<file path="config.mk">
export PLATFORM = sky130hd
export DESIGN_NAME = plmx_top
export DESIGN_NICKNAME = d
export VERILOG_FILES = /design/src/plmx_pkg.sv /design/src/plmx_sync.sv /design/src/plmx_top.sv
export SDC_FILE = /design/constraint.sdc
export NUM_CORES = 1
export LEC_CHECK = 0
export BUFFER_PORTS_ARGS = -buffer_cell sky130_fd_sc_hd__buf_2
export CAP_MARGIN = 20
export CORE_MARGIN = 10
export CORE_UTILIZATION = 56
export DETAILED_ROUTE_END_ITERATION = 8
export PLACE_DENSITY = 0.9
export SYNTH_ARGS = -nofsm -noshare
export SYNTH_HDL_FRONTEND = slang
export SYNTH_SLANG_ARGS = --single-unit
</file>
<file path="constraint.sdc">
create_clock -name i_core_clk -period 3.9 [get_ports i_core_clk]
set_input_delay 0.195 -clock i_core_clk [delete_from_list [all_inputs] [get_ports i_core_clk]]
set_output_delay 0.195 -clock i_core_clk [all_outputs]
set_load 0.02 [all_outputs]
</file>
<file path="src/plmx_pkg.sv">
// package for the port latch and pin mux block: addresses, reset values, opcodes
`default_nettype none
package plmx_pkg;
    localparam int          PORT_W          = 8;
    localparam logic [7:0]  ADDR_AIN_PORT   = 8'h90;
    localparam logic [7:0]  ADDR_ADRH_PORT  = 8'hA0;
    localparam logic [7:0]  ADDR_CTRL_PORT  = 8'hB0;
    localparam logic [7:0]  LATCH_RESET     = 8'hFF;
    // bit positions on the address-high port
    localparam int          BIT_SPI_CLK     = 0;
    localparam int          BIT_SPI_MOSI    = 1;
    localparam int          BIT_SPI_MISO    = 2;
    localparam int          BIT_SPI_SS      = 3;
    localparam int          BIT_T2X         = 4;
    localparam int          BIT_PW_A        = 5;
    localparam int          BIT_PW_B        = 6;
    localparam int          BIT_PW_CLK      = 7;
    // bit positions on the control-signal port
    localparam int          BIT_RXD         = 0;
    localparam int          BIT_TXD         = 1;
    localparam int          BIT_INT0        = 2;
    localparam int          BIT_IRQ1        = 3;
    localparam int          BIT_CNT0        = 4;
    localparam int          BIT_CNT1        = 5;
    localparam int          BIT_WR          = 6;
    localparam int          BIT_RD          = 7;
    // access kinds presented by the cpu with each port access
    typedef enum logic [3:0]
    {
        PLMX_OP_PLAIN_READ,
        PLMX_OP_MOVE_WRITE,
        PLMX_OP_AND,
        PLMX_OP_OR,
        PLMX_OP_XOR,
        PLMX_OP_JUMP_SET_CLEAR,
        PLMX_OP_COMPLEMENT,
        PLMX_OP_INC,
        PLMX_OP_DEC,
        PLMX_OP_DEC_JUMP_NZ,
        PLMX_OP_MOVE_CARRY_BIT,
        PLMX_OP_CLEAR_BIT,
        PLMX_OP_SET_BIT
    } plmx_op_type;
endpackage
`default_nettype wire

</file>
<file path="src/plmx_sync.sv">
// two-flop synchroniser for a vector of pin inputs
`default_nettype none
module plmx_sync
#(
    parameter int WIDTH = 8
)
(
    input  wire logic             i_core_clk,
    input  wire logic             i_rst_n,
    input  wire logic [WIDTH-1:0] i_async,
    output logic      [WIDTH-1:0] o_sync
);
    logic [WIDTH-1:0] stage1;

    // first stage feeds only the second; reset to idle-high like a pulled-up pin
    always_ff @(posedge i_core_clk)
    begin
        if (!i_rst_n)
        begin
            stage1 <= '1;
            o_sync <= '1;
        end
        else
        begin
            stage1 <= i_async;
            o_sync <= stage1;
        end
    end
endmodule
`default_nettype wire

</file>
<file path="src/plmx_top.sv">
// three port latches with pin muxing and read-modify-write operand selection
// Notes on behaviour
// RULE_01: analog-input port latch, 8 bits, read/write at 90H.
// RULE_02: analog-input port pins are never driven as digital outputs.
// RULE_03: analog-input latch bits reset to 1, meaning analog use.
// RULE_04: latch bit 0 makes that pin a readable high-impedance digital input.
// RULE_05: bidirectional pin with latch 1 is only pulled up, usable as input.
// RULE_06: address-high port pin with latch 0 drives low.
// RULE_07: external data access puts middle/high address bytes on address-high port.
// RULE_08: selected pulse-width outputs drive bits 5 and 6, overriding the latch.
// RULE_09: address-high bit 7 may feed the pulse-width generator clock.
// RULE_10: bits 0-4 route to spi clock/mosi/miso, select/timer-2 clock, timer-2 control.
// RULE_11: control-signal port latch, 8 bits, pull-ups, at B0H.
// RULE_12: control-signal pin with latch 0 drives low; latch 1 only pulls up.
// RULE_13: control alternate functions act only while latch is 1; else pin low.
// RULE_14: bit 0 serial receive or mode-0 data; bit 1 transmit or shift clock.
// RULE_15: bits 2 and 3 feed external interrupts 0 and 1.
// RULE_16: bits 4 and 5 feed counter inputs of timers 0 and 1.
// RULE_17: bits 6 and 7 carry external data write and read strobes.
// RULE_18: plain reads of a port sample the pin level.
// RULE_19: read-modify-write with port destination reads the latch.
// RULE_20: and, or, xor, jump-clear, complement, inc, dec, dec-jump, bit moves are rmw.
// RULE_21: single-bit writes read whole latch, change one bit, write byte back.
// RULE_22: each bit offers a latch read path and a pin read path.
// RULE_23: pin inputs pass a two-stage synchroniser before use.
`default_nettype none
module plmx_top
    import plmx_pkg::*;
(
    input  wire logic              i_core_clk,
    input  wire logic              i_rst_n,
    // special function register access from the cpu
    input  wire logic              i_sfr_rd,
    input  wire logic              i_sfr_wr,
    input  wire logic [7:0]        i_sfr_addr,
    input  wire logic [7:0]        i_sfr_wdata,
    input  wire plmx_op_type       i_sfr_op,
    input  wire logic [2:0]        i_sfr_bit,
    output logic      [7:0]        o_sfr_rdata,
    // external pins (oe low = driving the pin value; control port drives only lows)
    input  wire logic [7:0]        i_ain_pin,
    input  wire logic [7:0]        i_adrh_pin,
    output logic      [7:0]        o_adrh_pin,
    output logic      [7:0]        o_adrh_oe_n,
    input  wire logic [7:0]        i_ctrl_pin,
    output logic      [7:0]        o_ctrl_pin,
    output logic      [7:0]        o_ctrl_oe_n,
    // external data memory
    input  wire logic              i_xdata_active,
    input  wire logic [7:0]        i_xdata_addr_mid,
    input  wire logic [7:0]        i_xdata_addr_high,
    input  wire logic              i_xdata_addr_sel_high,
    input  wire logic              i_xdata_wr_n,
    input  wire logic              i_xdata_rd_n,
    // pulse-width generator
    input  wire logic              i_pw_select,
    input  wire logic              i_pulse_width_out_a,
    input  wire logic              i_pulse_width_out_b,
    output logic                   o_pulse_width_ext_clock,
    // spi
    input  wire logic              i_spi_master,
    input  wire logic              i_spi_enable,
    input  wire logic              i_spi_clk_out,
    input  wire logic              i_spi_mosi_out,
    input  wire logic              i_spi_miso_out,
    output logic                   o_serial_peripheral_clock_pin,
    output logic                   o_spi_mosi_in,
    output logic                   o_spi_miso_in,
    output logic                   o_spi_ss_n,
    output logic                   o_timer_two_count_input,
    output logic                   o_timer_two_external_control,
    // uart
    input  wire logic              i_uart_mode0,
    input  wire logic              i_uart_data_out,
    input  wire logic              i_uart_txd_out,
    output logic                   o_uart_rxd,
    output logic                   o_external_interrupt_zero,
    output logic                   o_external_interrupt_one,
    output logic                   o_counter_zero_input,
    output logic                   o_counter_one_input,
    // analog use per pin (1 = analog)
    output logic      [7:0]        o_ain_analog_sel
);
    logic [7:0] ain_latch;
    logic [7:0] adrh_latch;
    logic [7:0] ctrl_latch;
    logic [7:0] ain_sync;
    logic [7:0] adrh_sync;
    logic [7:0] ctrl_sync;

    // pin levels come from another domain, so resample before any logic
    plmx_sync #(.WIDTH(PORT_W)) u_sync_ain
    (
        .i_core_clk (i_core_clk),
        .i_rst_n    (i_rst_n),
        .i_async    (i_ain_pin),
        .o_sync     (ain_sync)
    ); // [RULE_23]
    plmx_sync #(.WIDTH(PORT_W)) u_sync_adrh
    (
        .i_core_clk (i_core_clk),
        .i_rst_n    (i_rst_n),
        .i_async    (i_adrh_pin),
        .o_sync     (adrh_sync)
    ); // [RULE_23]
    plmx_sync #(.WIDTH(PORT_W)) u_sync_ctrl
    (
        .i_core_clk (i_core_clk),
        .i_rst_n    (i_rst_n),
        .i_async    (i_ctrl_pin),
        .o_sync     (ctrl_sync)
    ); // [RULE_23]

    // classify the access; only listed kinds take the latch as operand
    function automatic logic is_rmw(input plmx_op_type op);
        case (op)
            PLMX_OP_AND, PLMX_OP_OR, PLMX_OP_XOR, PLMX_OP_JUMP_SET_CLEAR,
            PLMX_OP_COMPLEMENT, PLMX_OP_INC, PLMX_OP_DEC, PLMX_OP_DEC_JUMP_NZ,
            PLMX_OP_MOVE_CARRY_BIT, PLMX_OP_CLEAR_BIT, PLMX_OP_SET_BIT:
                is_rmw = 1'b1; // [RULE_20]
            default:
                is_rmw = 1'b0;
        endcase
    endfunction

    function automatic logic is_bit_op(input plmx_op_type op);
        is_bit_op = (op == PLMX_OP_MOVE_CARRY_BIT) || (op == PLMX_OP_CLEAR_BIT)
                 || (op == PLMX_OP_SET_BIT) || (op == PLMX_OP_JUMP_SET_CLEAR)
                 || (op == PLMX_OP_COMPLEMENT);
    endfunction

    // address decode
    wire sel_ain  = (i_sfr_addr == ADDR_AIN_PORT);  // [RULE_01]
    wire sel_adrh = (i_sfr_addr == ADDR_ADRH_PORT);
    wire sel_ctrl = (i_sfr_addr == ADDR_CTRL_PORT); // [RULE_11]
    wire rmw_op   = is_rmw(i_sfr_op);
    wire bit_op   = is_bit_op(i_sfr_op);

    // latch read path versus pin read path for each port
    wire [7:0] ain_view  = rmw_op ? ain_latch  : ain_sync;  // [RULE_18] [RULE_19] [RULE_22]
    wire [7:0] adrh_view = rmw_op ? adrh_latch : adrh_sync; // [RULE_18] [RULE_19] [RULE_22]
    wire [7:0] ctrl_view = rmw_op ? ctrl_latch : ctrl_sync; // [RULE_18] [RULE_19] [RULE_22]
    wire [7:0] next_rdata = sel_ain  ? ain_view  :
                            sel_adrh ? adrh_view :
                            sel_ctrl ? ctrl_view : 8'h00;

    // single-bit writes merge one bit of wdata into the current latch byte
    wire [7:0] bit_mask = 8'h01 << i_sfr_bit;
    wire [7:0] cur_latch = sel_ain ? ain_latch : sel_adrh ? adrh_latch : ctrl_latch;
    wire [7:0] next_latch = bit_op ? ((cur_latch & ~bit_mask) | (i_sfr_wdata & bit_mask))
                                   : i_sfr_wdata; // [RULE_21]

    // latches; all bits come up high
    always_ff @(posedge i_core_clk)
    begin
        if (!i_rst_n)
        begin
            ain_latch  <= LATCH_RESET; // [RULE_03]
            adrh_latch <= LATCH_RESET;
            ctrl_latch <= LATCH_RESET;
        end
        else if (i_sfr_wr)
        begin
            if (sel_ain)
                ain_latch <= next_latch;  // [RULE_01] [RULE_21]
            if (sel_adrh)
                adrh_latch <= next_latch;
            if (sel_ctrl)
                ctrl_latch <= next_latch; // [RULE_11] [RULE_21]
        end
    end

    // read data registered, held between reads
    always_ff @(posedge i_core_clk)
    begin
        if (!i_rst_n)
            o_sfr_rdata <= 8'h00;
        else if (i_sfr_rd)
            o_sfr_rdata <= next_rdata;
    end

    // address-high port output value: external address, pulse-width, spi, else latch
    logic [7:0] adrh_val;
    logic [7:0] adrh_drive;
    always_comb
    begin
        adrh_val   = adrh_latch;
        adrh_drive = ~adrh_latch; // latch 0 drives low, 1 only pulled up [RULE_05] [RULE_06]
        if (i_xdata_active)
        begin
            adrh_val   = i_xdata_addr_sel_high ? i_xdata_addr_high : i_xdata_addr_mid; // [RULE_07]
            adrh_drive = 8'hFF;
        end
        else
        begin
            if (i_pw_select)
            begin
                adrh_val[BIT_PW_A]   = i_pulse_width_out_a; // [RULE_08]
                adrh_val[BIT_PW_B]   = i_pulse_width_out_b; // [RULE_08]
                adrh_drive[BIT_PW_A] = 1'b1;
                adrh_drive[BIT_PW_B] = 1'b1;
            end
            if (i_spi_enable)
            begin
                if (i_spi_master)
                begin
                    adrh_val[BIT_SPI_CLK]    = i_spi_clk_out;  // [RULE_10]
                    adrh_val[BIT_SPI_MOSI]   = i_spi_mosi_out; // [RULE_10]
                    adrh_drive[BIT_SPI_CLK]  = 1'b1;
                    adrh_drive[BIT_SPI_MOSI] = 1'b1;
                end
                else
                begin
                    adrh_val[BIT_SPI_MISO]   = i_spi_miso_out; // [RULE_10]
                    adrh_drive[BIT_SPI_MISO] = 1'b1;
                end
            end
        end
    end

    // control-signal port: alternates gated by latch bit, latch 0 forces low
    logic [7:0] ctrl_alt;
    always_comb
    begin
        ctrl_alt          = 8'hFF;
        ctrl_alt[BIT_RXD] = i_uart_mode0 ? i_uart_data_out : 1'b1;  // [RULE_14]
        ctrl_alt[BIT_TXD] = i_uart_txd_out;                         // [RULE_14]
        ctrl_alt[BIT_WR]  = i_xdata_active ? i_xdata_wr_n : 1'b1;   // [RULE_17]
        ctrl_alt[BIT_RD]  = i_xdata_active ? i_xdata_rd_n : 1'b1;   // [RULE_17]
    end
    wire [7:0] ctrl_val = ctrl_latch & ctrl_alt; // [RULE_12] [RULE_13]

    // pin drivers registered so outputs come straight from flops
    always_ff @(posedge i_core_clk)
    begin
        if (!i_rst_n)
        begin
            o_adrh_pin  <= 8'hFF;
            o_adrh_oe_n <= 8'hFF;
            o_ctrl_pin  <= 8'hFF;
            o_ctrl_oe_n <= 8'hFF;
        end
        else
        begin
            o_adrh_pin  <= adrh_val;
            o_adrh_oe_n <= ~(adrh_drive & ~(adrh_val & ~adrh_drive)); // [RULE_06]
            o_ctrl_pin  <= ctrl_val;
            o_ctrl_oe_n <= ctrl_val; // drive only lows, highs rely on pull-up [RULE_12]
        end
    end

    // alternate inputs to peripherals; control ones masked by latch bit
    always_ff @(posedge i_core_clk)
    begin
        if (!i_rst_n)
        begin
            o_ain_analog_sel              <= LATCH_RESET;
            o_pulse_width_ext_clock       <= 1'b1;
            o_serial_peripheral_clock_pin <= 1'b1;
            o_spi_mosi_in                 <= 1'b1;
            o_spi_miso_in                 <= 1'b1;
            o_spi_ss_n                    <= 1'b1;
            o_timer_two_count_input       <= 1'b1;
            o_timer_two_external_control  <= 1'b1;
            o_uart_rxd                    <= 1'b1;
            o_external_interrupt_zero     <= 1'b1;
            o_external_interrupt_one      <= 1'b1;
            o_counter_zero_input          <= 1'b1;
            o_counter_one_input           <= 1'b1;
        end
        else
        begin
            o_ain_analog_sel              <= ain_latch;                 // [RULE_03] [RULE_04]
            o_pulse_width_ext_clock       <= adrh_sync[BIT_PW_CLK];     // [RULE_09]
            o_serial_peripheral_clock_pin <= adrh_sync[BIT_SPI_CLK];    // [RULE_10]
            o_spi_mosi_in                 <= adrh_sync[BIT_SPI_MOSI];   // [RULE_10]
            o_spi_miso_in                 <= adrh_sync[BIT_SPI_MISO];   // [RULE_10]
            o_spi_ss_n                    <= adrh_sync[BIT_SPI_SS];     // [RULE_10]
            o_timer_two_count_input       <= adrh_sync[BIT_SPI_SS];     // [RULE_10]
            o_timer_two_external_control  <= adrh_sync[BIT_T2X];        // [RULE_10]
            o_uart_rxd                    <= ctrl_sync[BIT_RXD] & ctrl_latch[BIT_RXD];   // [RULE_14]
            o_external_interrupt_zero     <= ctrl_sync[BIT_INT0] & ctrl_latch[BIT_INT0]; // [RULE_15]
            o_external_interrupt_one      <= ctrl_sync[BIT_IRQ1] & ctrl_latch[BIT_IRQ1]; // [RULE_15]
            o_counter_zero_input          <= ctrl_sync[BIT_CNT0] & ctrl_latch[BIT_CNT0]; // [RULE_16]
            o_counter_one_input           <= ctrl_sync[BIT_CNT1] & ctrl_latch[BIT_CNT1]; // [RULE_16]
        end
    end
endmodule
`default_nettype wire

</file>
==> out/summary.json <==
{
  "area_growth_pct": 32.7,
  "r2r-end": "o_sfr_rdata[2]$_SDFFE_PN0P_",
  "fp.dieArea_um2": 13300,
  "grt_setup_unrepaired": "false",
  "core_area_um2": 8760,
  "cellLeakagePower_nw": 2.79,
  "dr.pass1.iters": 5,
  "setup_ws_ns": 1.67,
  "fillCellCount": 550,
  "tritoncts_clock_tree": "built",
  "post_synth.cell_area_avg_um2": 9.24,
  "globalRouteMet2Util_pct": 41.6,
  "seq_area_frac_synth_pct": 48.4,
  "clock_tree.buffer_depth": 2,
  "setup_violations": 0,
  "crit_path_start_kind": "primary input",
  "gr-usage-all-layers_pct": 25.4,
  "place.port_buffers": 141,
  "first_pass_grt_wire_length_mm": 26.8,
  "finalWeightedCongestion": 0.916,
  "finalCritPeriodShare_pct": 57.3,
  "ys_types": 49,
  "grt_max_degree": 80,
  "antenna_violations_before_repair": 1,
  "clk_root_buffer_cell": "sky130_fd_sc_hd__clkbuf_8",
  "regToRegStartpoint": "ctrl_latch[2]$_SDFFE_PN1P_",
  "worst_path_required_ns": 4.24,
  "worst-slew-pin-transition_ns": 1.00,
  "drt_drc_violations_left": 0,
  "number_of_global_route_vias_before_repair": 5035,
  "cts.sink_count": 123,
  "run_status": "complete, no violations",
  "drive_above_1_share_pct": 25.8,
  "pre_cts_setup_slack_ns": 1.24,
  "critical_path_end_type": "flop",
  "die-width_um": 115,
  "antenna_left": 0,
  "finalClockSkew_ns": 0.0118,
  "timing_hold_violations_final": 0,
  "via_count": 4952,
  "worst-r2r-setup-slack_ns": 2.26,
  "maximum_clock_frequency_mhz": 447,
  "holdWs_ns": 0.00779,
  "post_synthesis_cell_area_um2": 5090,
  "power_density_nw_per_um2": 472,
  "syn_nets": 633,
  "gate_count_of_the_mapped_netlist": 551,
  "vias_per_cell": 5.96,
  "place.detailed.hpwl_mm": 11.0,
  "synth-edff-count": 0,
  "critical_path.max_fanout": 15,
  "top_level_ports": 142,
  "hold_path.class": "primary input to flop",
  "power.switching_fraction_pct": 25.4,
  "power_frac_seq_pct": 41.4,
  "count_of_routing_violations_after_the_opening_detailed_route_iteration": 473,
  "comb_power_share_pct": 9.9,
  "criticalPathCategory": "primary input to flop",
  "cellInternalPower_mw": 2.38,
  "worst_hold_startpoint": "i_spi_clk_out",
  "grt.busiest_layer": "met2",
  "fp-row-count": 34,
  "share_clk_of_total_power_pct": 48.8,
  "routed_wirelength_mm": 17.1,
  "met3_usage_grt_pct": 8.44,
  "hold-path-cell-count": 3,
  "multi_input_comb_area_um2": 2360,
  "relSlewSlack_pct": 32.7,
  "total_power_mw": 3.19,
  "finalCriticalPeriod_ns": 2.23,
  "postCtsSetupBuffers": 0,
  "crit_slowest_cell": "sky130_fd_sc_hd__nor4_1",
  "die_h_um": 115,
  "final_report_max_slew_violation_count": 0,
  "synth.ff_latch_count": 123,
  "irDropWorstVdd_uv": 327,
  "final_core_util_pct": 77.1,
  "crit_chain": "buf_2, nor4_1, nand3_1, and2_1, a31oi_1, o211ai_1",
  "grt-ovfl-total": 0,
  "cts_buffers": 17,
  "clkLatencyLatePin_ns": 0.52,
  "globalRouteMet1Util_pct": 28.5,
  "ys_flop_type": "sky130_fd_sc_hd__dfxtp_1",
  "initial_core_util_pct": 58.1,
  "cap_violations": 0,
  "layout.nets": 791,
  "sequential_cell_area_um2": 2460,
  "depth_of_the_cts_h_tree": 4,
  "critical-path-max-stage-delay_ns": 0.86,
  "worst_hold_path.endpoint": "o_adrh_pin[0]$_SDFF_PN1_",
  "p_sw_uw": 811,
  "cts.clk_slew.worst_paths_ns": 0.06,
  "synth-warning-count": 0,
  "post_drt_wl_per_cell_um": 20.6,
  "crit_arrival_ns": 2.58,
  "r2r.worst_path.cells": 5,
  "asyncSetResetFlopFracSynth_pct": 0,
  "fin_tns_setup_ns": 0
}
## power by group through the flow
stage,registers (mW),logic (mW),clock network [mW]
2_1_floorplan,1.36,0.147,0
3_3_place_gp,1.34,0.259,0
3_5_place_dp,1.34,0.267,0
4_1_cts,1.32,0.305,1.56
5_1_grt,1.32,0.340,1.62
6_report,1.32,0.315,1.55
## logic make-up (layout without fill, tap and decap cells)
logic type / count (synthesis) / in the layout / synth area share, %
simple gates: 196 / 196 / 21.0
compound gates: 152 / 152 / 20.9
flops: 123 / 123 / 48.4
buf+inv: 57 / 228 / 5.21
mux: 21 / 21 / 4.18
xor+xnor: 2 / 2 / 0.344
other cells: 0 / 1 / 0
## timing repair
action                                 in CTS  in global routing
endpoints found under the hold margin      47                  0
hold buffers                               45                  0
resized for setup                           0                  0
## stage by stage
stage,instance area [um^2],cells
6_report,6750,831
5_1_grt,6750,831
4_1_cts,6750,830
3_5_place_dp,5710,753
3_3_place_gp,5710,753
2_1_floorplan,5090,551
## critical path, delay by kind of cell
family / cells / cell delay (ns)
buffers and inverters: 1 / 0.12
and+or+nand+nor: 3 / 2.01
AOI/OAI and AO/OA: 2 / 0.25
## Yosys cell counts (3+ instances only)
cell	n	share of area (%)
sky130_fd_sc_hd__a211o_1	3	0.52
sky130_fd_sc_hd__a21oi_1	22	2.2
sky130_fd_sc_hd__a2bb2oi_1	13	2.2
sky130_fd_sc_hd__a31oi_1	14	1.7
sky130_fd_sc_hd__and2_1	6	0.74
sky130_fd_sc_hd__buf_1	3	0.22
sky130_fd_sc_hd__buf_2	5	0.49
sky130_fd_sc_hd__buf_4	12	1.8
sky130_fd_sc_hd__clkbuf_1	29	2.1
sky130_fd_sc_hd__dfxtp_1	123	48
sky130_fd_sc_hd__inv_1	6	0.44
sky130_fd_sc_hd__mux2i_1	19	3.7
sky130_fd_sc_hd__nand2_1	52	3.8
sky130_fd_sc_hd__nand2b_1	69	8.5
sky130_fd_sc_hd__nand3_1	12	1.2
sky130_fd_sc_hd__nand3b_1	9	1.3
sky130_fd_sc_hd__nand4_1	4	0.49
sky130_fd_sc_hd__nor2_1	16	1.2
sky130_fd_sc_hd__nor2b_1	7	0.86
sky130_fd_sc_hd__nor3_1	4	0.39
sky130_fd_sc_hd__o2111ai_1	5	0.86
sky130_fd_sc_hd__o211ai_1	23	3.4
sky130_fd_sc_hd__o21ai_0	22	2.2
sky130_fd_sc_hd__o21bai_1	4	0.59
sky130_fd_sc_hd__o221ai_1	8	1.4
sky130_fd_sc_hd__o22a_1	7	1.2
sky130_fd_sc_hd__o22ai_1	15	1.8
sky130_fd_sc_hd__o31ai_1	4	0.59
sky130_fd_sc_hd__or2_2	6	0.74
## per-layer routing
layer  routed length (um)  part of all wire [%]
met1                 6350                    37
met2                 8250                    48
met3                 1910                    11
met4                  643                   3.7
met5                    0                     0
## cells in the final DEF, fill, tap and decap left out, drive strengths merged, types with 3 or more instances in the layout
cell type,count
a211o,3
a21oi,22
a2bb2oi,13
a31oi,14
and2,6
buf,143
clkbuf,18
clkinv,7
clkinvlp,3
dfxtp,123
dlygate4sd3,45
inv,10
mux2i,19
nand2,52
nand2b,69
nand3,12
nand3b,9
nand4,4
nor2,16
nor2b,7
nor3,4
o2111ai,5
o211ai,23
o21ai,22
o21bai,4
o221ai,8
o22a,7
o22ai,15
o31ai,4
or2,6
## state kept, by name (all words and copies together), names as in the netlist, 8 cells and up
register,flops
adrh_latch,8
u_sync_ctrl.stage1,8
ctrl_latch,8
o_adrh_oe_n,8
o_adrh_pin,8
o_ain_analog_sel,8
ain_latch,8
u_sync_ain.stage1,8
u_sync_ain.o_sync,8
u_sync_ctrl.o_sync,8
u_sync_adrh.o_sync,8
u_sync_adrh.stage1,8
o_sfr_rdata,8
o_ctrl_oe_n,8
## how the worst max path moves through the flow
stage                  start                          to  slack (ns)  cells after the start
3_5_place_dp   i_sfr_addr[1]  adrh_latch[2]$_SDFFE_PN1P_        1.24                      6
3_3_place_gp   i_sfr_addr[1]  adrh_latch[2]$_SDFFE_PN1P_        1.35                      6
4_1_cts        i_sfr_addr[1]  adrh_latch[6]$_SDFFE_PN1P_        1.77                      6
6_report       i_sfr_addr[1]  adrh_latch[6]$_SDFFE_PN1P_        1.67                      6
5_1_grt        i_sfr_addr[1]  adrh_latch[6]$_SDFFE_PN1P_        1.50                      6
2_1_floorplan  i_sfr_addr[1]  adrh_latch[0]$_SDFFE_PN1P_        2.12                      6
## layout make-up
cell class | count | area share [%]
tap | 108 | 2.00
clock buffer | 18 | 6.34
sequential | 123 | 36.5
clock inverter | 14 | 2.37
antenna | 1 | 0.0371
timing repair buffer | 188 | 17.4
multi-input combinational | 371 | 35.0
inverter | 8 | 0.445
No activity file was read; power rests on OpenSTA's default activity.
